--- config.mk ---
export PLATFORM = sky130hd
export DESIGN_NAME = frame_chunk_appender
export DESIGN_NICKNAME = d
export VERILOG_FILES = /design/src/shared/fca_pkg.sv /design/src/core/fca_line_edges.sv /design/src/core/frame_chunk_appender.sv
export VERILOG_INCLUDE_DIRS = /design/src /design/src/shared
export SDC_FILE = /design/constraint.sdc
export NUM_CORES = 1
export LEC_CHECK = 0
export ABC_AREA = 1
export ABC_CLOCK_PERIOD_IN_PS = 1800
export BUFFER_PORTS_ARGS = -buffer_cell sky130_fd_sc_hd__buf_4
export CORE_MARGIN = 2
export CORE_UTILIZATION = 49
export CTS_CLUSTER_SIZE = 30
export DETAILED_ROUTE_END_ITERATION = 6
export HOLD_SLACK_MARGIN = 0.12
export PLACE_DENSITY = 0.76
export SLEW_MARGIN = 10
export SYNTH_ARGS = -nofsm -noshare
export SYNTH_HDL_FRONTEND = slang
export SYNTH_SLANG_ARGS = --single-unit
--- constraint.sdc ---
create_clock -name aclk -period 1.8 [get_ports aclk]
set_input_delay 0 -clock aclk [delete_from_list [all_inputs] [get_ports aclk]]
set_output_delay 0 -clock aclk [all_outputs]
set_load 0.005 [all_outputs]
--- src/shared/fca_defines.svh ---
// Purpose: register map, field positions and reset values of the chunk appender
// Assumes: AXI4-Lite byte addresses, one 32-bit word per register
// Notes:   definitions only
`ifndef FCA_DEFINES_SVH
`define FCA_DEFINES_SVH

// ----------------------------------------------------------------------
// register offsets
// ----------------------------------------------------------------------
`define FCA_ADDR_W        8
`define FCA_OFS_CTRL      8'h00
`define FCA_OFS_CHUNK_SEL 8'h04
`define FCA_OFS_CHUNK_EN  8'h08
`define FCA_OFS_CNT_SEL   8'h0c
`define FCA_OFS_CNT_EVT   8'h10
`define FCA_OFS_CLR_ORG   8'h14
`define FCA_OFS_CLR_CMD   8'h18
`define FCA_OFS_STATUS    8'h1c
`define FCA_OFS_COUNT     8'h20

// ----------------------------------------------------------------------
// fields, sizes and reset values
// ----------------------------------------------------------------------
`define FCA_BIT_SWITCH    0
`define FCA_BIT_KIND      0
`define FCA_BIT_EXT_ON    1
`define FCA_CHUNK_COUNT   1
`define FCA_CHUNK_FRAMENUM 0
`define FCA_EXT_LAST      3'h5
`define FCA_COUNT_RESET   32'h0000_0000
`define FCA_RESP_OKAY     2'h0
`define FCA_RESP_SLVERR   2'h2

`endif

--- src/shared/fca_pkg.sv ---
// Purpose: types shared by the chunk appender files
// Assumes: nothing
// Notes:   encodings follow declaration order
package fca_pkg;

  // ----------------------------------------------------------------------
  // configuration encodings
  // ----------------------------------------------------------------------
  typedef enum logic [2:0] {
    FCA_CLR_OFF, FCA_CLR_INPUT_LINE_ONE, FCA_CLR_INPUT_LINE_TWO, FCA_CLR_INPUT_LINE_THREE, FCA_CLR_SOFT
  } fca_clr_origin_t;

  typedef enum logic [0:0] {FCA_CTR_FIRST, FCA_CTR_SECOND} fca_ctr_choice_t;
  typedef enum logic [0:0] {FCA_EVT_OFF, FCA_EVT_FRAME_BEGIN} fca_evt_origin_t;

  typedef enum logic [1:0] {FCA_ST_PASS, FCA_ST_EXT, FCA_ST_CNT} fca_state_t;

  // ----------------------------------------------------------------------
  // carriers
  // ----------------------------------------------------------------------
  typedef struct packed {
    logic [15:0] offset_x;
    logic [15:0] columns;
    logic [15:0] rows;
    logic [15:0] pixel_encoding;
    logic [15:0] range_low;
    logic [15:0] range_high;
  } fca_geom_t;

  typedef struct packed {
    logic [31:0] data;
    logic        last;
  } fca_beat_t;

endpackage

--- src/core/fca_line_edges.sv ---
// Purpose: synchronise input lines and flag each rising edge once
// Assumes: lines may be asynchronous to aclk
// Notes:   rise is a one-cycle pulse, one to two cycles after the edge
`timescale 1ns/1ps
module fca_line_edges #(
  parameter int N = 3
) (
  input  wire logic         aclk,
  input  wire logic         aresetn,
  input  wire logic [N-1:0] line_in,
  output logic      [N-1:0] rise
);
  logic [N-1:0] meta;
  logic [N-1:0] sync;
  logic [N-1:0] prev;

  // ----------------------------------------------------------------------
  // per-line synchroniser and edge detector
  // ----------------------------------------------------------------------
  genvar g;
  generate
    for (g = 0; g < N; g++) begin : g_line
      always_ff @(posedge aclk) begin
        if (!aresetn) begin
          meta[g] <= 1'b0;
          sync[g] <= 1'b0;
          prev[g] <= 1'b0;
        end else begin
          meta[g] <= line_in[g];
          sync[g] <= meta[g];
          prev[g] <= sync[g];
        end
      end
      assign rise[g] = sync[g] & ~prev[g];
    end
  endgenerate
endmodule // fca_line_edges

--- src/core/frame_chunk_appender.sv ---
// Purpose: append extended data and frame number chunks after each image
// Assumes: image beats and frame_begin are synchronous to aclk
// Notes:   one output register stage; registers over AXI4-Lite
//
// Added by the designer: the register offsets and the AXI4-Lite register port.
`timescale 1ns/1ps
`include "fca_defines.svh"

// Functional notes
// framing switch on enables the extended data chunk by itself.
// per-chunk enables are writable only while the framing switch is on.
// switch off clears every chunk enable, extended chunk included.
// payload kind reports chunk data while switch is on, image otherwise.
// extended chunk carries offset, columns, rows, pixel encoding, range low/high.
// enabled frame number chunk carries the count on every completed frame.
// frame count is 32 bits, starts at zero, wraps to zero.
// count increases by exactly one per acquired frame.
// count is zero after power-up.
// stopping acquisition may leave gaps in delivered numbers.
// count clear from line one, two, three, software, or disabled.
// clear origin is disabled after reset.
// host selects second counter with frame begin event, then clear origin.
// software clear command zeroes the count when origin is software.
// edge on the selected line clears the count; other lines ignored.
// host picks a chunk by chunk choice, then sets its enable.
// line clear acts once per synchronised rising edge.
// trailer order is image, extended chunk, then enabled chunks.
module frame_chunk_appender (
  input  wire logic                     aclk,
  input  wire logic                     aresetn,
  input  wire logic [`FCA_ADDR_W-1:0]   s_axi_awaddr,
  input  wire logic                     s_axi_awvalid,
  output logic                          s_axi_awready,
  input  wire logic [31:0]              s_axi_wdata,
  input  wire logic [3:0]               s_axi_wstrb,
  input  wire logic                     s_axi_wvalid,
  output logic                          s_axi_wready,
  output logic [1:0]                    s_axi_bresp,
  output logic                          s_axi_bvalid,
  input  wire logic                     s_axi_bready,
  input  wire logic [`FCA_ADDR_W-1:0]   s_axi_araddr,
  input  wire logic                     s_axi_arvalid,
  output logic                          s_axi_arready,
  output logic [31:0]                   s_axi_rdata,
  output logic [1:0]                    s_axi_rresp,
  output logic                          s_axi_rvalid,
  input  wire logic                     s_axi_rready,
  input  wire logic                     frame_begin,
  input  wire fca_pkg::fca_geom_t       geom,
  input  wire logic                     input_line_one,
  input  wire logic                     input_line_two,
  input  wire logic                     input_line_three,
  input  wire logic [31:0]              img_data,
  input  wire logic                     img_last,
  input  wire logic                     img_valid,
  output logic                          img_ready,
  output fca_pkg::fca_beat_t            out_beat,
  output logic                          out_valid,
  input  wire logic                     out_ready,
  output logic                          payload_kind
);

  // ----------------------------------------------------------------------
  // declarations
  // ----------------------------------------------------------------------
  logic                          chunk_framing_switch;
  logic [7:0]                    chunk_choice;
  logic [`FCA_CHUNK_COUNT-1:0]   per_chunk_on;
  fca_pkg::fca_ctr_choice_t      counter_choice;
  fca_pkg::fca_evt_origin_t      counter_event_origin;
  fca_pkg::fca_clr_origin_t      count_clear_origin;
  logic [31:0]                   frame_count;
  logic [31:0]                   stamped_frame_number;
  fca_pkg::fca_geom_t            stamped;
  logic                          aw_held;
  logic                          w_held;
  logic [`FCA_ADDR_W-1:0]        wr_addr;
  logic [31:0]                   wr_data;
  logic [3:0]                    wr_strb;
  logic                          do_write;
  logic                          wr_low;
  logic                          count_clear_command;
  logic                          clear_fire;
  logic [2:0]                    line_rise;
  logic [31:0]                   rd_word;
  logic                          rd_ok;
  fca_pkg::fca_state_t           st;
  logic [2:0]                    ext_idx;
  logic                          load;
  logic                          framenum_on;

  // ----------------------------------------------------------------------
  // helpers
  // ----------------------------------------------------------------------
  function automatic logic [31:0] ext_word(input fca_pkg::fca_geom_t g,
                                           input logic [2:0] idx);
    logic [15:0] f;
    f = 16'h0000;
    case (idx)
      3'h0:    f = g.offset_x;
      3'h1:    f = g.columns;
      3'h2:    f = g.rows;
      3'h3:    f = g.pixel_encoding;
      3'h4:    f = g.range_low;
      default: f = g.range_high;
    endcase
    return {16'h0000, f};
  endfunction

  function automatic fca_pkg::fca_clr_origin_t to_origin(input logic [2:0] v);
    if (v <= 3'h4) begin
      return fca_pkg::fca_clr_origin_t'(v);
    end
    return fca_pkg::FCA_CLR_OFF;
  endfunction

  // ----------------------------------------------------------------------
  // axi4-lite write channel
  // ----------------------------------------------------------------------
  assign s_axi_awready = !aw_held && !s_axi_bvalid;
  assign s_axi_wready  = !w_held && !s_axi_bvalid;
  assign do_write      = aw_held && w_held && !s_axi_bvalid;
  // control fields all live in byte lane 0
  assign wr_low        = do_write && wr_strb[0];

  always_ff @(posedge aclk) begin
    if (!aresetn) begin
      aw_held      <= 1'b0;
      w_held       <= 1'b0;
      wr_addr      <= '0;
      wr_data      <= 32'h0000_0000;
      wr_strb      <= 4'h0;
      s_axi_bvalid <= 1'b0;
      s_axi_bresp  <= `FCA_RESP_OKAY;
    end else begin
      if (s_axi_awvalid && s_axi_awready) begin
        aw_held <= 1'b1;
        wr_addr <= s_axi_awaddr;
      end
      if (s_axi_wvalid && s_axi_wready) begin
        w_held  <= 1'b1;
        wr_data <= s_axi_wdata;
        wr_strb <= s_axi_wstrb;
      end
      if (do_write) begin
        aw_held      <= 1'b0;
        w_held       <= 1'b0;
        s_axi_bvalid <= 1'b1;
        s_axi_bresp  <= (wr_addr <= `FCA_OFS_CLR_CMD && wr_addr[1:0] == 2'h0) ?
                        `FCA_RESP_OKAY : `FCA_RESP_SLVERR;
      end else if (s_axi_bready) begin
        s_axi_bvalid <= 1'b0;
      end
    end
  end

  // ----------------------------------------------------------------------
  // configuration registers
  // ----------------------------------------------------------------------
  always_ff @(posedge aclk) begin
    if (!aresetn) begin
      chunk_framing_switch <= 1'b0;
      chunk_choice         <= 8'h00;
      per_chunk_on         <= '0;
      counter_choice       <= fca_pkg::FCA_CTR_FIRST;
      counter_event_origin <= fca_pkg::FCA_EVT_FRAME_BEGIN;
      count_clear_origin   <= fca_pkg::FCA_CLR_OFF;
    end else begin
      if (wr_low) begin
        case (wr_addr)
          `FCA_OFS_CTRL:      chunk_framing_switch <= wr_data[`FCA_BIT_SWITCH];
          `FCA_OFS_CHUNK_SEL: chunk_choice <= wr_data[7:0];
          `FCA_OFS_CHUNK_EN: begin
            for (int i = 0; i < `FCA_CHUNK_COUNT; i++) begin
              if (chunk_framing_switch && chunk_choice == 8'(i)) begin
                per_chunk_on[i] <= wr_data[0];
              end
            end
          end
          `FCA_OFS_CNT_SEL:   counter_choice <= fca_pkg::fca_ctr_choice_t'(wr_data[0]);
          `FCA_OFS_CNT_EVT:   counter_event_origin <= fca_pkg::fca_evt_origin_t'(wr_data[0]);
          `FCA_OFS_CLR_ORG:   count_clear_origin <= to_origin(wr_data[2:0]);
          default: ;
        endcase
      end
      // switch off drops every enable, and blocks a same-cycle enable write
      if (!chunk_framing_switch) begin
        per_chunk_on <= '0;
      end
    end
  end

  assign payload_kind = chunk_framing_switch;
  assign framenum_on  = per_chunk_on[`FCA_CHUNK_FRAMENUM];

  // ----------------------------------------------------------------------
  // axi4-lite read channel
  // ----------------------------------------------------------------------
  always_comb begin
    rd_word = 32'h0000_0000;
    rd_ok   = 1'b1;
    case (s_axi_araddr)
      `FCA_OFS_CTRL:      rd_word[`FCA_BIT_SWITCH] = chunk_framing_switch;
      `FCA_OFS_CHUNK_SEL: rd_word[7:0] = chunk_choice;
      `FCA_OFS_CHUNK_EN: begin
        for (int i = 0; i < `FCA_CHUNK_COUNT; i++) begin
          if (chunk_choice == 8'(i)) begin
            rd_word[0] = per_chunk_on[i];
          end
        end
      end
      `FCA_OFS_CNT_SEL:   rd_word[0] = counter_choice;
      `FCA_OFS_CNT_EVT:   rd_word[0] = counter_event_origin;
      `FCA_OFS_CLR_ORG:   rd_word[2:0] = count_clear_origin;
      `FCA_OFS_CLR_CMD:   rd_word = 32'h0000_0000;
      `FCA_OFS_STATUS: begin
        rd_word[`FCA_BIT_KIND]   = payload_kind;
        rd_word[`FCA_BIT_EXT_ON] = chunk_framing_switch;
      end
      `FCA_OFS_COUNT:     rd_word = frame_count;
      default:            rd_ok = 1'b0;
    endcase
  end

  assign s_axi_arready = !s_axi_rvalid;

  always_ff @(posedge aclk) begin
    if (!aresetn) begin
      s_axi_rvalid <= 1'b0;
      s_axi_rdata  <= 32'h0000_0000;
      s_axi_rresp  <= `FCA_RESP_OKAY;
    end else if (s_axi_arvalid && s_axi_arready) begin
      s_axi_rvalid <= 1'b1;
      s_axi_rdata  <= rd_word;
      s_axi_rresp  <= rd_ok ? `FCA_RESP_OKAY : `FCA_RESP_SLVERR;
    end else if (s_axi_rready) begin
      s_axi_rvalid <= 1'b0;
    end
  end

  // ----------------------------------------------------------------------
  // frame count and its clear sources
  // ----------------------------------------------------------------------
  fca_line_edges #(
    .N (3)
  ) u_edges (
    .aclk    (aclk),
    .aresetn (aresetn),
    .line_in ({input_line_three, input_line_two, input_line_one}),
    .rise    (line_rise)
  );

  assign count_clear_command = wr_low && wr_addr == `FCA_OFS_CLR_CMD && wr_data[0];

  always_comb begin
    case (count_clear_origin)
      fca_pkg::FCA_CLR_INPUT_LINE_ONE: clear_fire = line_rise[0];
      fca_pkg::FCA_CLR_INPUT_LINE_TWO: clear_fire = line_rise[1];
      fca_pkg::FCA_CLR_INPUT_LINE_THREE: clear_fire = line_rise[2];
      fca_pkg::FCA_CLR_SOFT:  clear_fire = count_clear_command;
      default:                clear_fire = 1'b0;
    endcase
  end

  // clear beats a frame begin in the same cycle; that frame keeps its old stamp
  // no frame buffering here, so this side never skips a number
  always_ff @(posedge aclk) begin
    if (!aresetn) begin
      frame_count <= `FCA_COUNT_RESET;
    end else if (clear_fire) begin
      frame_count <= `FCA_COUNT_RESET;
    end else if (frame_begin) begin
      frame_count <= frame_count + 32'h0000_0001;
    end
  end

  // values are caught at frame begin so late setting changes miss this frame
  always_ff @(posedge aclk) begin
    if (!aresetn) begin
      stamped_frame_number <= `FCA_COUNT_RESET;
      stamped              <= '0;
    end else if (frame_begin) begin
      stamped_frame_number <= frame_count;
      stamped              <= geom;
    end
  end

  // ----------------------------------------------------------------------
  // output stream: image, extended chunk, frame number chunk
  // ----------------------------------------------------------------------
  assign load      = !out_valid || out_ready;
  assign img_ready = (st == fca_pkg::FCA_ST_PASS) && load;

  always_ff @(posedge aclk) begin
    if (!aresetn) begin
      st        <= fca_pkg::FCA_ST_PASS;
      ext_idx   <= 3'h0;
      out_valid <= 1'b0;
      out_beat  <= '0;
    end else begin
      case (st)
        fca_pkg::FCA_ST_PASS: begin
          if (img_valid && img_ready) begin
            out_valid     <= 1'b1;
            out_beat.data <= img_data;
            out_beat.last <= img_last && !chunk_framing_switch;
            if (img_last && chunk_framing_switch) begin
              st      <= fca_pkg::FCA_ST_EXT;
              ext_idx <= 3'h0;
            end
          end else if (load) begin
            out_valid <= 1'b0;
          end
        end
        fca_pkg::FCA_ST_EXT: begin
          if (load) begin
            out_valid     <= 1'b1;
            out_beat.data <= ext_word(stamped, ext_idx);
            out_beat.last <= ext_idx == `FCA_EXT_LAST && !framenum_on;
            if (ext_idx == `FCA_EXT_LAST) begin
              st <= framenum_on ? fca_pkg::FCA_ST_CNT : fca_pkg::FCA_ST_PASS;
            end
            ext_idx <= ext_idx + 3'h1;
          end
        end
        fca_pkg::FCA_ST_CNT: begin
          if (load) begin
            out_valid     <= 1'b1;
            out_beat.data <= stamped_frame_number;
            out_beat.last <= 1'b1;
            st            <= fca_pkg::FCA_ST_PASS;
          end
        end
        default: st <= fca_pkg::FCA_ST_PASS;
      endcase
    end
  end
endmodule // frame_chunk_appender

# Word-level counts from Yosys, hierarchy flattened
# Index checks and enable logic that the tools add are counted.
word_totals:
  mem_count: 0
  mem_bits_ro: 0
  ramBits: 0
  output_inout_bits: 77
  elab_cells: 173
  ff_bits: 280
  latchBits: 0
op_classes:
  reduce_logical: 52
  div_mod_pow: 0
  n_shift: 0
  addsub: 2
  eq_ne: 32
  bitwise_logic: 7
  multipliers: 0
  n_mux: 40
  n_lt_le_gt_ge: 2
ops:
  columns: ["cell", "n"]
  rows:
  - ["$mux 33", 3]
  - ["$pmux 33 s3", 1]
  - ["$pmux 16 s5", 1]
  - ["$eq 8x5->1 const B", 7]
  - ["$add 32x1->32 const B", 1]
  - ["$eq 8x4->1 const B", 4]
  - ["$logic_not 8->1", 3]
  - ["$mux 24", 1]
  - ["$logic_and 1x1->1", 17]
  - ["$eq 8x3->1 const B", 2]
  - ["$mux 2", 8]
  - ["$mux 3", 5]
  - ["$mux 1", 13]
  - ["$eq 3x2->1 const B", 4]
  - ["$reduce_and 2->1", 6]
  - ["$pmux 5 s2", 1]
  - ["$eq 3x3->1 const B", 3]
  - ["$reduce_or 9->1", 1]
  - ["$eq 8x6->1 const B", 1]
  - ["$le 8x5->1 const B", 1]
  - ["$pmux 1 s4", 2]
  - ["$reduce_and 4->1", 2]
  - ["$reduce_bool 2->1", 4]
  - ["$reduce_or 2->1", 4]
  - ["22 further kinds", 40]

# Longest topological paths before layout
# Gate-level depths: netlist of run 1.
depth:
  depth_word: 7
  depth_mapped: 11
  ltp_nobuf: 11

# Modules after synthesis
# Synthesis of run 1 repeated with hierarchy kept, for this count alone.
unflattened:
  hier_cells: 1689
  area_unflattened_um2: 12127.9
by_module_without_submodules:
  columns: ["mod", "cells_per_inst", "instances", "area_per_inst_um2"]
  rows:
  - ["frame_chunk_appender", 1655, 1, 11846.4]
  - ["fca_line_edges", 34, 1, 281.5]

# Least setup slack after synthesis of run 1
# OpenSTA, ideal clock, no wires.
synth_path:
  path_kind: "flip-flop to flip-flop"
  startpoint: "reg ext_idx[2]"
  endpoint: "reg out_beat[11] in the netlist's numbering"
  setup_slack_ns: 0.055
  path_stages_with_launch: 10
  arrival_time_ns: 1.675
  cell_sequence: "dfxtp_1 -> inv_2 -> clkbuf_1 -> ha_1 -> buf_2 -> nor2_1 -> nand3_1 -> clkbuf_1 -> o221ai_1 -> a21oi_1"
synth_between:
  elab_chain_len: 4
  word_cells_on_any_way: 8
  classes_between: "eq/ne (4); mux (3); reduce/logical (1)"
synth_lines:
  columns: ["item", "line", "text"]
  rows:
  - ["start, declared", "frame_chunk_appender.sv:88", "logic [2:0] ext_idx;"]
  - ["start signal, assigned", "frame_chunk_appender.sv:323", "ext_idx <= ext_idx + 3'h1;"]
  - ["$eq 3x3->1, or another cell as far along", "frame_chunk_appender.sv:99", "case (idx)"]
  - ["$pmux 16 s5 *", "frame_chunk_appender.sv:99", null]
  - ["$mux 33 *", "frame_chunk_appender.sv:316", "if (load) begin"]
  - ["$pmux 33 s3 *", "frame_chunk_appender.sv:301", "case (st)"]
  - ["end, declared", "frame_chunk_appender.sv:57", "output fca_pkg::fca_beat_t out_beat,"]
# Every way passes the cells marked *; elsewhere a longest branch is shown, timed or not. The select of a mux whose other input is x is not followed.
# A chain may end at the register's enable or synchronous reset.

# Worst setup path in the final report of run 1
layout_path:
  startpoint: "reg ext_idx[1]"
  endpoint: "reg out_beat[8] in the netlist's numbering"
# The elaborated chain is that of the path after synthesis.

==> results.json, run 1 <==
{
  "whs_path_depth": 7,
  "layout_common_cells": "321 x nor2_1, 283 x buf_4, 274 x dfxtp_1",
  "synth_area_mm2": 0.01209,
  "netlist_top_cells_area": "dfxtp_1 46%, nor2_1 10%, o21ai_0 9.4%",
  "crit_type": "register to register",
  "num_rows": 57,
  "yosys_most_used_dff": "dfxtp_1",
  "wl_met2_mm": 21.37,
  "routed_via_density": 5.625,
  "layout.nets": 2375,
  "crit_fanout": 6,
  "antenna_found_initial": 1,
  "power_density_mw_per_mm2": 883.5,
  "yosysWarnings": 0,
  "detail_route.wirelength_mm": 45.72,
  "crit_arrival_ns": 2.21,
  "drc_errors": 0,
  "root_buffer": "clkbuf_16",
  "grtUsageTotal": 0.3315,
  "ioPinCount": 271,
  "start_util": 0.4985,
  "setup_viol": 0,
  "fin_crit_sh": 0.9903,
  "worstMarginPinSlew_ns": 0.5022,
  "h-tree-depth": 1,
  "met3WireLength_mm": 4.236,
  "highest_layer": "met5",
  "vias": 14130,
  "grt_pass1_wl_mm": 69.70,
  "place_congestion": 0.9509,
  "clk_latency_ns": 0.54,
  "period_needed_ns": 1.783,
  "worst_r2r_path_depth": 9,
  "place_inst": 2199,
  "min_path_type": "primary input to register",
  "grt_max_degree": 94,
  "core-area_mm2": 0.02425,
  "cts_tree": "done",
  "cts_made_buffers": 29,
  "ant_nets": 0,
  "syn_area_per_cell_um2": 7.152,
  "drive_gt1_frac": 0.1924,
  "hold_violations": 0,
  "synth_top_cell_area_share": 0.4605,
  "max_freq_ghz": 0.5610,
  "end_kind": "register",
  "die_w_um": 161.1,
  "yosysSeqAreaShare": 0.4605,
  "ys_seq_elements": 278,
  "drt-met1-wl_mm": 17.46,
  "cp.required_ns": 2.22,
  "setup_slack_ns": 0.01749,
  "syn_inst": 1690,
  "first_global_vias": 13810,
  "cts_sinks": 278,
  "stdcell_count": 2512,
  "preCtsSetupSlack_ns": -0.007394,
  "clockBufferDepth": 3,
  "irDropWorstVdd_uv": 675.1,
  "final_cell_area_mm2": 0.01803,
  "final_common_cell": "nor2_1",
  "synthArstFlopShare": 0,
  "slew_violations": 0,
  "synth_edf_count": 0,
  "cts.clk_slew.worst_paths_ns": 0.06,
  "synth_cell_types": 43,
  "area_delta_synth_final_pct": 49.17,
  "status": "completed",
  "synth_top_area_cell": "dfxtp_1",
  "relSlewSlack": 0.6621,
  "dieArea_mm2": 0.02594,
  "die_h_um": 161.1,
  "start_kind": "register",
  "skew_ns": 0.008350,
  "drtIter0Drc": 1509,
  "hpwl_mm": 26.64,
  "total_power_mw": 15.93,
  "fillCellCount": 1660,
  "numPortBuffers": 241,
  "grt.overflow.total": 0,
  "post_drt_wl_per_cell_um": 18.20,
  "diodes": 0,
  "drv_cap": 0,
  "p_leak_nw": 7.896,
  "dpl_cell_area_mm2": 0.01433,
  "drtPass1Iterations": 7
}
[report_power, final]
group	leakage, nW	switching [mW]	total [mW]	internal, mW
clock network	0.439	2.47	5.70	3.23
registers	2.29	0.362	7.02	6.66
logic	5.16	1.68	3.21	1.53
total	7.90	4.51	15.9	11.4
[logic make-up (layout without fill, tap and decap cells)]
logic type                 after synthesis  after routing  synth area share
DFF                                    278            278            0.4605
and+or+nand+nor                        766            766            0.2688
adders and majority gates               11             11           0.01139
other                                    1              2         0.0003103
xor gates and xnor gates                18             18           0.01304
buffers and inverters                  231            728           0.07691
AOI/OAI and AO/OA                      385            385            0.1690
[state kept, by name (all words and copies together) (netlist names), 2 cells and up]
register	cells
stamped_frame_number	32
out_beat	33
chunk_choice	8
ext_idx	3
stamped	96
u_edges.meta	3
count_clear_origin	3
wr_data	8
s_axi_rdata	32
u_edges.sync	3
wr_addr	8
st	2
frame_count	32
u_edges.prev	3
[Yosys cell counts (2+ instances only)]
master and number:
buf_4 5, a211oi_2 2, o21ai_1 2, nor3_2 4
nor2_1 328, inv_2 7, xnor2_1 5, inv_1 119
o211ai_1 8, o21ai_0 227, nor2_2 9, nand3_1 96
a21oi_1 120, nand4_1 23, nor3_1 19, nand3_2 6
xor2_1 13, nor3b_2 2, a211oi_1 9, buf_6 3
ha_1 11, nor3_4 2, clkbuf_1 73, buf_2 17
clkinv_1 3, nor4_1 3, nand2_1 264, dfxtp_1 278
buf_1 4, nand2_2 3, nor3b_1 2, o221ai_1 12
[layer usage]
metal,vias to the layer above,GRT usage
li1,6485,-
met1,6456,0.4032
met2,918,0.5650
met3,268,0.06240
met4,2,0.1636
met5,-,0
[final cells by class]
| cell class | count | area, um2 | area share |
|---|---|---|---|
| sequential | 278 | 5570 | 0.3090 |
| inverter | 129 | 503.0 | 0.02790 |
| multi-input combinational | 1182 | 5724 | 0.3175 |
| timing repair buffer | 548 | 4923 | 0.2731 |
| timing repair inverter | 2 | 10.01 | 0.0005552 |
| tap | 324 | 405.4 | 0.02248 |
| clock buffer | 41 | 840.8 | 0.04663 |
| clock inverter | 8 | 52.55 | 0.002915 |
[final timing paths]
path,start,slack [ns],end
hold reg to reg,u_edges.meta[2],0.43,u_edges.sync[2]
hold / removal,out_ready,0.14,ext_idx[1]
setup reg to reg,ext_idx[1],0.02,out_beat[8]
setup / recovery,ext_idx[1],0.02,out_beat[8]
[metrics by stage]
stage / util / hold WS, ns / TNS, ns
2_1_floorplan: - / 0.09763 / 0
3_3_place_gp: 0.5908 / 0.1884 / 0
3_5_place_dp: 0.5908 / 0.1854 / -0.007394
4_1_cts: 0.7297 / 0.1211 / 0
5_1_grt: 0.7436 / 0.1963 / -0.1199
6_report: 0.7436 / 0.1375 / 0
[worst max-delay path, cell delays in order (launching register included)]
cell	delay [ns]
dfxtp_2	0.36
inv_1	0.07
ha_2	0.19
nand2_2	0.11
clkinvlp_4	0.09
buf_4	0.16
nand2_1	0.07
nand4_1	0.22
o221ai_1	0.27
a21oi_1	0.13
[timing repair]
action	in CTS	in global routing
endpoints found under the hold margin	234	11
pin swaps	0	7
buffers inserted	0	11
resized for setup	3	59
setup endpoints to repair	3	88
hold buffers	247	2
cloned	0	4
(Power assumes the default switching activity.)
==> run 2, diff against run 1 <==
--- a/config.mk
+++ b/config.mk
@@ -7,14 +7,14 @@
 export NUM_CORES = 1
 export LEC_CHECK = 0
 export ABC_AREA = 1
-export ABC_CLOCK_PERIOD_IN_PS = 1800
+export ABC_CLOCK_PERIOD_IN_PS = 1900
 export BUFFER_PORTS_ARGS = -buffer_cell sky130_fd_sc_hd__buf_4
 export CORE_MARGIN = 2
-export CORE_UTILIZATION = 49
+export CORE_UTILIZATION = 45
 export CTS_CLUSTER_SIZE = 30
 export DETAILED_ROUTE_END_ITERATION = 6
 export HOLD_SLACK_MARGIN = 0.12
-export PLACE_DENSITY = 0.76
+export PLACE_DENSITY = 0.68
 export SLEW_MARGIN = 10
 export SYNTH_ARGS = -nofsm -noshare
 export SYNTH_HDL_FRONTEND = slang
==> constraint.sdc (replaced) <==
create_clock -name aclk -period 1.9 [get_ports aclk]
set_input_delay 0 -clock aclk [delete_from_list [all_inputs] [get_ports aclk]]
set_output_delay 0 -clock aclk [all_outputs]
set_load 0.005 [all_outputs]
==> run 2 against run 1 <==
  * Global-route usage decreased by 4.5 points
  * Sequential cell count stayed put
  * Power fell by 2.0%
  * Sequential share of layout area is 0.20 points higher
  * Register-to-register slack improved by 0.05 ns
  * Routed wire length decreased by 9.6%
  * Clock power is 6.7% higher
  * Utilization fell by 6.1 points
  * Clock skew increased by 0.0077 ns
  * Setup slack better by 0.043 ns
  * Worst hold slack is essentially flat
  * Largest cell class unchanged
  * Highest routed layer is now met4
==> results.json, run 2 (same netlist as run 1, synthesis figures left out) <==
{
  "ioPinCount": 271,
  "power.switching_mw": 4.230,
  "regMostFlops": "stamped",
  "core-area_mm2": 0.02621,
  "seq_area_mm2": 0.005565,
  "cpPeakStageDelay_ns": 0.57,
  "irDropWorstVdd_uv": 725.0,
  "die_w_um": 167.9,
  "num_rows": 59,
  "p_leak_nw": 7.889,
  "drtIter0Drc": 1142,
  "largestRegisters": "stamped (96), out_beat (33)",
  "max_freq_ghz": 0.5436,
  "power_switching_share": 0.2710,
  "post_drt_wl_per_cell_um": 16.45,
  "grtUsageMet2": 0.4876,
  "slew_violations": 0,
  "cts_made_buffers": 29,
  "largest_register_ffs": 96,
  "clockPowerShare": 0.389,
  "hpwl_mm": 26.32,
  "end_kind": "register",
  "pwr-share-comb": 0.189,
  "die_h_um": 167.9,
  "min_path_type": "primary input to register",
  "routed_via_density": 5.270,
  "skew_ns": 0.01601,
  "clockBufferDepth": 3,
  "hold_violations": 0,
  "detail_route.wirelength_mm": 41.35,
  "drv_cap": 0,
  "setup_viol": 0,
  "antenna_found_initial": 0,
  "start_util": 0.4612,
  "clk_latency_ns": 0.55,
  "relSlewSlack": 0.5670,
  "worstMarginPinSlew_ns": 0.6495,
  "drtPass1Iterations": 5,
  "use_met3": 0.04725,
  "place_congestion": 0.9366,
  "multi_input_area_mm2": 0.005633,
  "layout_common_cells": "325 x nor2_1, 278 x dfxtp_1, 272 x buf_4",
  "root_buffer": "clkbuf_16",
  "crit_slowest_cell": "dlygate4sd3_1",
  "final_util": 0.6830,
  "crit_arrival_ns": 2.32,
  "drc_errors": 0,
  "cts.clk_slew.worst_paths_ns": 0.06,
  "numPortBuffers": 241,
  "intPower_mw": 11.38,
  "area_delta_synth_final_pct": 48.08,
  "power_density_mw_per_mm2": 872.2,
  "stdcell_count": 2513,
  "cts_sinks": 278,
  "drive_gt1_frac": 0.1745,
  "grtUsageTotal": 0.2870,
  "first_global_vias": 13160,
  "grtUsageMet1": 0.3686,
  "crit_type": "primary input to register",
  "crit_fanout": 139,
  "dpl_cell_area_mm2": 0.01423,
  "power_frac_seq": 0.421,
  "grt.busiest_layer": "met2",
  "diodes": 0,
  "ant_nets": 0,
  "cp.required_ns": 2.38,
  "final_cell_area_mm2": 0.01790,
  "crit_chain": "dlygate4sd3_1 > buf_4 > inv_4 > buf_12 > nor2_1 > nor2_1 > dlygate4sd3_1",
  "h-tree-depth": 1,
  "vias": 13240,
  "layout.nets": 2360,
  "grt.overflow.total": 0,
  "start_kind": "primary input",
  "fin_crit_sh": 0.9682,
  "fillCellCount": 2073,
  "period_needed_ns": 1.840,
  "status": "completed",
  "dieArea_mm2": 0.02819,
  "grt_max_degree": 140,
  "cts_tree": "done",
  "final_common_cell": "nor2_1",
  "place_inst": 2199,
  "grt_pass1_wl_mm": 66.16
}
-- run 2: cell count changes in the layout (fill, tap and decap cells not counted), sizes merged, moves of 3 or more --
cell,previous run,this run
buf,297,280
clkbuf,43,36
dlygate4sd3,248,255
bufinv,0,5
inv,125,128
-- run 2: metrics by stage --
stage | TNS (ns) | power [mW] | hold WS, ns | worst slack, ns
2_1_floorplan | 0 | 7.825 | 0.09763 | 0.1548
3_3_place_gp | 0 | 9.026 | 0.1893 | 0.1165
3_5_place_dp | 0 | 9.060 | 0.1876 | 0.04036
4_1_cts | 0 | 15.59 | 0.1205 | 0.01226
5_1_grt | -0.01943 | 16.26 | 0.2040 | -0.01325
6_report | 0 | 15.61 | 0.1379 | 0.06037
-- run 2: final cells by class --
cell class	count	area share
Timing Repair Buffer	535	0.2656
Multi-Input combinational cell	1182	0.3147
Clock inverter	18	0.01349
Sequential cell	278	0.3109
Clock buffer	36	0.04425
Inverter	129	0.02754
Tap cell	335	0.02342
-- run 2: critical path, delay by kind of cell --
kind	cells	cell delay, ns
buffers and inverters	5	1.83
AND/OR/NAND/NOR	2	0.31
-- run 2: final timing paths --
kind                                       from               to  slack [ns]  cells past startpoint
worst max register to register            st[0]     out_beat[12]        0.07                      8
worst min register to register  u_edges.meta[1]  u_edges.sync[1]        0.43                      2
worst min-delay path            s_axi_araddr[5]   s_axi_rdata[0]        0.14                      9
worst max-delay path                frame_begin      stamped[82]        0.06                      7
-- run 2: routing by layer --
layer	part of all wire	vias up
met5	0	-
met4	0.038	0
met2	0.47	513
li1	-	6456
met1	0.42	6172
met3	0.066	103
-- run 2: timing repair --
| item | in CTS | in global routing |
|---|---|---|
| hold buffers | 256 | 0 |
| resized for setup | 0 | 15 |
| endpoints found under the setup margin | 0 | 39 |
| endpoints found under the hold margin | 256 | 0 |
| buffers inserted | 0 | 5 |
-- run 2: power by group through the flow --
| stage | Clock [mW] | Combinational (mW) | Sequential (mW) |
|---|---|---|---|
| floorplan | 0 | 1.18 | 6.64 |
| global placement | 0 | 2.35 | 6.68 |
| detailed placement | 0 | 2.38 | 6.68 |
| CTS | 6.18 | 2.85 | 6.56 |
| global route | 6.43 | 3.21 | 6.62 |
| finish | 6.08 | 2.95 | 6.58 |
